### src/xbus_decode_pkg.sv
// constants for the x-bus chip select decode block
// assumes a 32-bit memory/io cycle address supplied per decoded cycle
package xbus_decode_pkg;
  // register port offsets (byte addresses, one word apart except ctrl_addr, two bytes below status_addr)
  localparam logic [7:0]  ctrl_addr      = 8'h4e;
  localparam logic [7:0]  status_addr    = 8'h50;
  localparam logic [7:0]  mask_addr      = 8'h54;
  localparam logic [7:0]  intc_base_addr = 8'h58;
  // control register layout
  localparam logic [15:0] ctrl_reset     = 16'h0003;
  localparam logic [15:0] ctrl_wmask     = 16'h01f7;
  localparam int          b_rtc          = 0;
  localparam int          b_kbd          = 1;
  localparam int          b_wr_en        = 2;
  localparam int          b_mouse        = 4;
  localparam int          b_fpu          = 5;
  localparam int          b_low_bios     = 6;
  localparam int          b_ext_bios     = 7;
  localparam int          b_intc         = 8;
  // decode windows
  localparam logic [31:0] intc_base_reset = 32'hfec0_0000;
  localparam logic [31:0] ext_bios_lo     = 32'hfff8_0000;
  localparam logic [31:0] ext_bios_hi     = 32'hfffd_ffff;
  localparam logic [31:0] low_bios_lo     = 32'h000e_0000;
  localparam logic [31:0] low_bios_hi     = 32'h000e_ffff;
  localparam logic [31:0] alias_bios_lo   = 32'hfffe_0000;
  localparam logic [31:0] alias_bios_hi   = 32'hfffe_ffff;
  localparam logic [15:0] kbd_port0       = 16'h0060;
  localparam logic [15:0] kbd_port1       = 16'h0064;
  localparam logic [15:0] rtc_port_lo     = 16'h0070;
  localparam logic [15:0] rtc_port_hi     = 16'h0077;
  localparam logic [3:0]  la_top_ones     = 4'hf;
  // status bits
  localparam int          st_fpu         = 0;
  localparam int          st_ignored     = 1;
  localparam int          st_width       = 2;
endpackage

### src/xbus_chip_select_decode.sv
// x-bus chip select decode with its control register
// assumes one decoded bus cycle per cycle_valid pulse, synchronous to clk
//
// The placing of the registers and the plain strobed port were chosen for this implementation.
`timescale 1ns/1ps
module xbus_chip_select_decode
  import xbus_decode_pkg::*;
(
  input  wire logic        clk,
  input  wire logic        srst,
  input  wire logic [7:0]  reg_addr,
  input  wire logic [31:0] reg_wdata,
  input  wire logic        reg_write,
  input  wire logic        reg_read,
  output logic      [31:0] reg_rdata,
  input  wire logic        cycle_valid,
  input  wire logic [31:0] cycle_addr,
  input  wire logic        cycle_is_io,
  input  wire logic        cycle_is_write,
  input  wire logic        cycle_from_isa,
  output logic             intc_chip_select_n,
  output logic             boot_rom_select_n,
  output logic             kbd_ctrl_select_n,
  output logic             clock_chip_select_n,
  output logic             clock_addr_latch_en,
  output logic             xbus_xcvr_oe_n,
  output logic             isa_forward,
  output logic             la_force_ones,
  input  wire logic        fpu_error_in_n,
  output logic             ignore_num_err_out_n,
  output logic             irq13_out,
  output logic             irq12_pointer_option,
  input  wire logic        shared_req_in_n,
  input  wire logic        bus_reset_req_n,
  input  wire logic        intc_acknowledge_req_n,
  output logic             shared_ack_out_n,
  output logic             test_input_n,
  output logic             intc_request_n,
  output logic             irq_out
);

  logic [15:0]         xbus_select_control;
  logic [31:0]         intc_base;
  logic [st_width-1:0] status;
  logic [st_width-1:0] mask;
  logic                fpu_err_d;

  // register port decode
  wire                sel_ctrl   = reg_addr == ctrl_addr;
  wire                sel_status = reg_addr == status_addr;
  wire                sel_mask   = reg_addr == mask_addr;
  wire                sel_base   = reg_addr == intc_base_addr;
  wire                wr_ctrl    = reg_write && sel_ctrl;
  wire                wr_mask    = reg_write && sel_mask;
  wire                wr_base    = reg_write && sel_base;
  wire                rd_status  = reg_read && sel_status;
  wire [15:0]         next_ctrl  = reg_wdata[15:0] & ctrl_wmask;

  wire en_rtc  = xbus_select_control[b_rtc];
  wire en_kbd  = xbus_select_control[b_kbd];
  wire en_wr   = xbus_select_control[b_wr_en];
  wire en_fpu  = xbus_select_control[b_fpu];
  wire en_low  = xbus_select_control[b_low_bios];
  wire en_ext  = xbus_select_control[b_ext_bios];
  wire en_intc = xbus_select_control[b_intc];

  // address windows
  wire        mem        = cycle_valid && !cycle_is_io;
  wire        io         = cycle_valid && cycle_is_io;
  wire [15:0] port       = cycle_addr[15:0];
  wire        in_intc    = mem && (cycle_addr[31:1] == intc_base[31:1]);
  wire        in_ext     = mem && !cycle_from_isa
                           && cycle_addr >= ext_bios_lo && cycle_addr <= ext_bios_hi;
  wire        in_low     = mem && cycle_addr >= low_bios_lo && cycle_addr <= low_bios_hi;
  wire        in_alias   = mem && cycle_addr >= alias_bios_lo
                           && cycle_addr <= alias_bios_hi;
  wire        in_kbd     = io && (port == kbd_port0 || port == kbd_port1);
  wire        in_rtc     = io && port >= rtc_port_lo && port <= rtc_port_hi;

  // decode, each gated by its enable
  wire hit_intc  = in_intc && en_intc && !cycle_from_isa;
  wire hit_ext   = in_ext && en_ext;
  wire hit_low   = (in_low || in_alias) && en_low;
  wire bios_hit  = (hit_ext || hit_low) && (en_wr || !cycle_is_write);
  wire hit_kbd   = in_kbd && en_kbd;
  wire hit_rtc   = in_rtc && en_rtc;
  wire any_hit   = hit_intc || bios_hit || hit_kbd || hit_rtc;
  wire top_fwd   = hit_ext || (hit_low && in_alias);
  wire ignored   = in_intc && !en_intc && !cycle_from_isa;

  // coprocessor error path
  wire fpu_err    = en_fpu && !fpu_error_in_n;
  wire fpu_rise   = fpu_err && !fpu_err_d;
  wire [st_width-1:0] events = {ignored, fpu_rise};

  wire [31:0] rd_mux = sel_ctrl   ? {16'h0000, xbus_select_control} :
                       sel_status ? {30'h0, status} :
                       sel_mask   ? {30'h0, mask} :
                       sel_base   ? intc_base : 32'h0000_0000;

  always_ff @(posedge clk) begin
    if (srst) begin
      xbus_select_control <= ctrl_reset;
      intc_base           <= intc_base_reset;
      mask                <= '0;
      fpu_err_d           <= 1'b0;
      reg_rdata           <= '0;
    end else begin
      if (wr_ctrl) xbus_select_control <= next_ctrl;
      if (wr_base) intc_base <= reg_wdata;
      if (wr_mask) mask <= reg_wdata[st_width-1:0];
      fpu_err_d <= fpu_err;
      reg_rdata <= reg_read ? rd_mux : 32'h0000_0000;
    end
  end

  // sticky status: set wins over read clear
  genvar gi;
  generate
    for (gi = 0; gi < st_width; gi++) begin : g_status
      always_ff @(posedge clk) begin
        if (srst) status[gi] <= 1'b0;
        else if (events[gi]) status[gi] <= 1'b1;
        else if (rd_status) status[gi] <= 1'b0;
      end
    end
  endgenerate

  // registered outputs
  always_ff @(posedge clk) begin
    if (srst) begin
      intc_chip_select_n   <= 1'b1;
      boot_rom_select_n    <= 1'b1;
      kbd_ctrl_select_n    <= 1'b1;
      clock_chip_select_n  <= 1'b1;
      clock_addr_latch_en  <= 1'b0;
      xbus_xcvr_oe_n       <= 1'b1;
      isa_forward          <= 1'b0;
      la_force_ones        <= 1'b0;
      ignore_num_err_out_n <= 1'b1;
      irq13_out            <= 1'b0;
      irq12_pointer_option <= 1'b0;
      shared_ack_out_n     <= 1'b1;
      test_input_n         <= 1'b1;
      intc_request_n       <= 1'b1;
      irq_out              <= 1'b0;
    end else begin
      intc_chip_select_n   <= !hit_intc;
      boot_rom_select_n    <= !bios_hit;
      kbd_ctrl_select_n    <= !hit_kbd;
      clock_chip_select_n  <= !hit_rtc;
      clock_addr_latch_en  <= hit_rtc;
      xbus_xcvr_oe_n       <= !any_hit;
      isa_forward          <= hit_intc || hit_ext || hit_low;
      la_force_ones        <= top_fwd;
      ignore_num_err_out_n <= !fpu_err;
      irq13_out            <= fpu_err;
      irq12_pointer_option <= xbus_select_control[b_mouse];
      shared_ack_out_n     <= en_intc ? intc_acknowledge_req_n
                                      : bus_reset_req_n;
      test_input_n         <= en_intc ? 1'b1 : shared_req_in_n;
      intc_request_n       <= en_intc ? shared_req_in_n : 1'b1;
      irq_out              <= |(status & mask);
    end
  end

endmodule

### config.mk
export PLATFORM = sky130hd
export DESIGN_NAME = xbus_chip_select_decode
export DESIGN_NICKNAME = d
export VERILOG_FILES = /design/src/xbus_decode_pkg.sv /design/src/xbus_chip_select_decode.sv
export SDC_FILE = /design/constraint.sdc
export NUM_CORES = 1
export LEC_CHECK = 0
export BUFFER_PORTS_ARGS = -buffer_cell sky130_fd_sc_hd__buf_2
export CORE_MARGIN = 5
export CORE_UTILIZATION = 45
export DETAILED_ROUTE_END_ITERATION = 16
export PLACE_DENSITY = 0.74
export SETUP_SLACK_MARGIN = 0.3
export SYNTH_ARGS = -nofsm -noshare
export SYNTH_HDL_FRONTEND = slang
export SYNTH_SLANG_ARGS = --single-unit
### constraint.sdc
create_clock -name clk -period 2.01 [get_ports clk]
set_clock_uncertainty 0.05 [all_clocks]
set_input_delay 0.1005 -clock clk [delete_from_list [all_inputs] [get_ports clk]]
set_output_delay 0.1005 -clock clk [all_outputs]
set_load 0.05 [all_outputs]
# Word level (Yosys, flattened, before mapping)
# Index checks and enable logic that the tools add are counted.
# totals
reg_bits,91
out_inout_bits,47
wordCells,108
inputBits,84
# op_classes
n_lt_le_gt_ge,8
bitwise_logic,4
n_eq_ne,7
muxes,8
reduce_logical,58
# ops
cell,n
$ge 32x32->1 const B,2
$le 32x32->1 const B,2
$mux 9,4
$eq 16x7->1 const B,2
$eq 8x7->1 const B,4
$ge 32x20->1 const B,1
$le 32x20->1 const B,1
$eq 31x31->1,1
$logic_and 1x1->1,29
$ge 16x7->1 const B,1
$le 16x7->1 const B,1
$logic_not 1->1,12
$logic_or 1x1->1,10
$reduce_or 2->1,4
$reduce_or 6->1,1
$mux 1,4
$reduce_bool 2->1,2
$not 1->1,3
$and 2x2->2,1

# Logic depth before layout (Yosys ltp)
# logic_depth
word_depth,12
depth_mapped,6

# Worst setup path after synthesis
# No wires, ideal clock.
# synth_path
path_type,register -> register
startpoint,register intc_base[7]
endpoint,register xbus_xcvr_oe_n
setup_slack_ps,264
path_stages_with_launch,6
arrival_time_ps,1581
n_path_buf,0
period_less_slack_ps,1746
cell_sequence,dfxtp_1 nor2b_1 a2111o_1 a2111oi_0 nand4_1 and3_1
# synth_via
elab_chain_len,8
# synth_lines
item,line,text
from (decl),xbus_chip_select_decode.sv:43,logic [31:0] intc_base;
from (signal assigned),xbus_chip_select_decode.sv:104,intc_base <= intc_base_reset;
from (signal assigned),xbus_chip_select_decode.sv:110,if (wr_base) intc_base <= reg_wdata;
$eq 31x31->1,xbus_chip_select_decode.sv:71,wire in_intc = mem && (cycle_addr[31:1] == intc_base[31:1]);
$logic_and 1x1->1,xbus_chip_select_decode.sv:71,
$logic_and 1x1->1 (2 in series),xbus_chip_select_decode.sv:81,wire hit_intc = in_intc && en_intc && !cycle_from_isa;
$logic_or 1x1->1 (3 in series),xbus_chip_select_decode.sv:87,wire any_hit = hit_intc || bios_hit || hit_kbd || hit_rtc;
$logic_not 1->1,xbus_chip_select_decode.sv:153,xbus_xcvr_oe_n <= !any_hit;
to (signal assigned),xbus_chip_select_decode.sv:153,
to (decl),xbus_chip_select_decode.sv:26,"output logic xbus_xcvr_oe_n,"
# No other way between the ends.
# A chain may end at the register's enable or synchronous reset.

# Worst setup path in the final report
# Same ends and word-level chain as after synthesis.

==> results.md <==
* Status: complete, no violations
* Cell area power density at 702 nW/um^2
* Setup TNS Final at 0 ns
* Die W at 98.3 um
* WHS Path Cells at 3
* Maximum level of the CTS H-tree at 3
* Chip height at 98.3 um
* Drt first pass iters at 4
* Final #Nets at 598
* Mapped Cells at 341
* Ports at 131
* Routed WL at 9930 um
* Clock latency on the worst-skew pair at 0.35 ns
* Row count at 32
* Area Growth Syn to Fin at 40.9%
* Syn Std Cell Area at 3510 um^2
* CTS Sinks at 91
* Port bufs at 130
* Crit-path max FO at 4
* Hold slack at 0.0300 ns
* Final setup viols at 0
* First-pass GRT wire length at 15,700 um
* Startpoint types: register
* DR WL/cell at 16.0 um
* Peak supply drop at 0.355 mV
* GRT Total Usage at 20.6%
* Clock-pin slew on the worst setup and hold paths at 0.08 ns
* Share of post-route cells with drive strength above 1 at 30.6%
* CP Data Arrival Time at 1.81 ns
* Register bit total from synthesis at 91
* Root Buffer: clkbuf_8
* Tightest Pin Transition at 0.342 ns
* Post-synth EDFFs at 0
* CTS Buffer Depth at 2
* Grt ovf at 0
* DRC at 0
* Post-CTS Setup Bufs at 0
* Tcrit/Tclk final at 80.2%
* Core area at 7650 um^2
* Final number of hold-violating endpoints at 0
* Leak at 2.42 nW
* Crit Path Category: register to register
* Routed vias at 3,096
* CTS tree: yes
* Hold Path Class: primary input to register
* Netlist cell types at 39
* Slew Limit Fails at 0
* Starting DRT DRC Count at 159
* RSZ-0062 raised after global routing: false
* Syn_nets at 425
* Vias in the first global route at 3,149
* Top_reg_cell synth: dfxtp_1
* Largest net degree at the start of global routing at 33
* Post-route ant nets at 0
* Slew headroom at 76.9%
* Initial core utilization at 45.9%
* Final GP Congestion at 0.881
* # diodes at 0
* Tmin final at 1.61 ns
* Asr flop ratio synth at 0%
* Initial antenna violation count at 0
* Yosys warnings at 0
* Cells on worst reg2reg path at 5
* CP required at 2.21 ns
* Post-DP HPWL at 7300 um
* DR vias/cell at 4.99
* Num CTS Buffers at 9
* CP endpoint kind: register
* Mean post-synth cell area at 10.3 um^2
* Die area at 9670 um^2
* Sequential fraction of the synthesis area at 51.9%
* Max cap viols at 0
* Fmax at 0.621 GHz
## layout by cell type, fill, tap and decap left out, types with 2 or more instances in the layout
cell and instances:
xor2_1 2, a22o_1 6, a211o_1 3, and3b_1 2, xnor2_1 26, nor2_1 39
nand3_1 3, buf_4 5, and3_1 3, a21oi_1 3, o221ai_1 3, or3_1 3
bufinv_16 2, nor4_1 6, nand4b_1 2, o21ai_0 2, inv_1 9, a31oi_1 2
buf_12 2, and2_1 26, dlygate4sd3_1 38, nand2_1 15, nor2b_1 5, nand4_1 12
dfxtp_1 91, nand2b_1 10, clkbuf_8 11, buf_2 130, mux2i_1 40
## logic make-up after synthesis
family                    count (synthesis)  synth area share [%]
and+or+nand+nor                         137                  22.1
DFF                                      91                  51.9
muxes                                    40                  11.4
xor gates and xnor gates                 28                  6.99
AOI/OAI and AO/OA                        23                  5.03
buffers and inverters                    22                  2.64
## registers in the layout (all words and copies together), names as in the netlist, 2 cells and up
name / cells
status: 2
reg_rdata: 32
intc_base: 32
mask: 2
xbus_select_control: 8
## final cells by class
| class | count | area, um^2 |
|---|---|---|
| clock buffers | 12 | 155 |
| multi-input cells | 228 | 1630 |
| inverters | 9 | 33.8 |
| clock inverters | 4 | 72.6 |
| fillers | 619 | 2700 |
| well taps | 102 | 128 |
| flip-flops and latches | 91 | 1820 |
| repair buffers | 175 | 1110 |
## final timing paths
kind,from,endpoint,slack [ns]
max,intc_base[7]$_SDFFE_PP0P_,xbus_xcvr_oe_n$_SDFF_PP1_,0.40
min,cycle_is_write,boot_rom_select_n$_SDFF_PP1_,0.03
min reg2reg,irq13_out$_SDFF_PP0_,status[0]$_SDFFE_PP0P_,0.40
max reg2reg,intc_base[7]$_SDFFE_PP0P_,xbus_xcvr_oe_n$_SDFF_PP1_,0.40
## worst max-delay path, cell delays in order, from the launching register on
cell and delay (ns):
dfxtp_1 0.33, nor2b_1 0.13, a2111o_1 0.42, a2111oi_4 0.22, nand4_1 0.18, and3_1 0.18
## per-stage QoR
stage                     util, %  total power, mW  instance area [um^2]  std cells  setup slack, ns
after floorplan                 -             1.93                  3510        341            0.300
after global placement       56.3             2.06                  4310        567            0.117
after detailed placement     56.3             2.06                  4310        567           0.0518
after CTS                    64.5             3.48                  4930        621            0.314
after global routing         64.7             3.59                  4950        621            0.315
final                        64.7             3.47                  4950        621            0.399
## Yosys cell counts, types with 3 or more instances
cell,instances,share of area [%]
xnor2_1,26,6.5
nand2_1,15,1.6
or3_1,3,0.53
a22o_1,6,1.5
and2_1,26,4.6
a21oi_1,3,0.43
inv_1,9,0.96
and3_1,3,0.53
nand3_1,3,0.43
nand4_1,12,2.1
a211o_1,3,0.75
dfxtp_1,91,52
nor4_1,7,1.2
buf_2,5,0.71
nor2_1,39,4.2
nand2b_1,10,1.8
nor2b_1,5,0.89
clkbuf_1,7,0.75
mux2i_1,40,11
o221ai_1,3,0.75
## repair_timing
item / 4_1_cts / 5_1_grt
hold buffers: 38 / 0
endpoints found under the hold margin: 46 / 0
pin swaps: 4 / 3
setup endpoints to repair: 3 / 1
resized for setup: 2 / 2
## layer usage
metal | routed length [um] | share of wire (%) | GRT usage (%)
met1 | 4060 | 41 | 25.7
met2 | 4850 | 49 | 33.5
met3 | 770 | 7.8 | 4.93
met4 | 258 | 2.6 | 9.45
met5 | 0 | 0 | 0
## power breakdown
part	switching (mW)	internal [mW]
clock network	0.620	0.767
registers	0.00173	1.80
logic	0.127	0.151
Note: power is estimated with default switching activity, not from simulation.
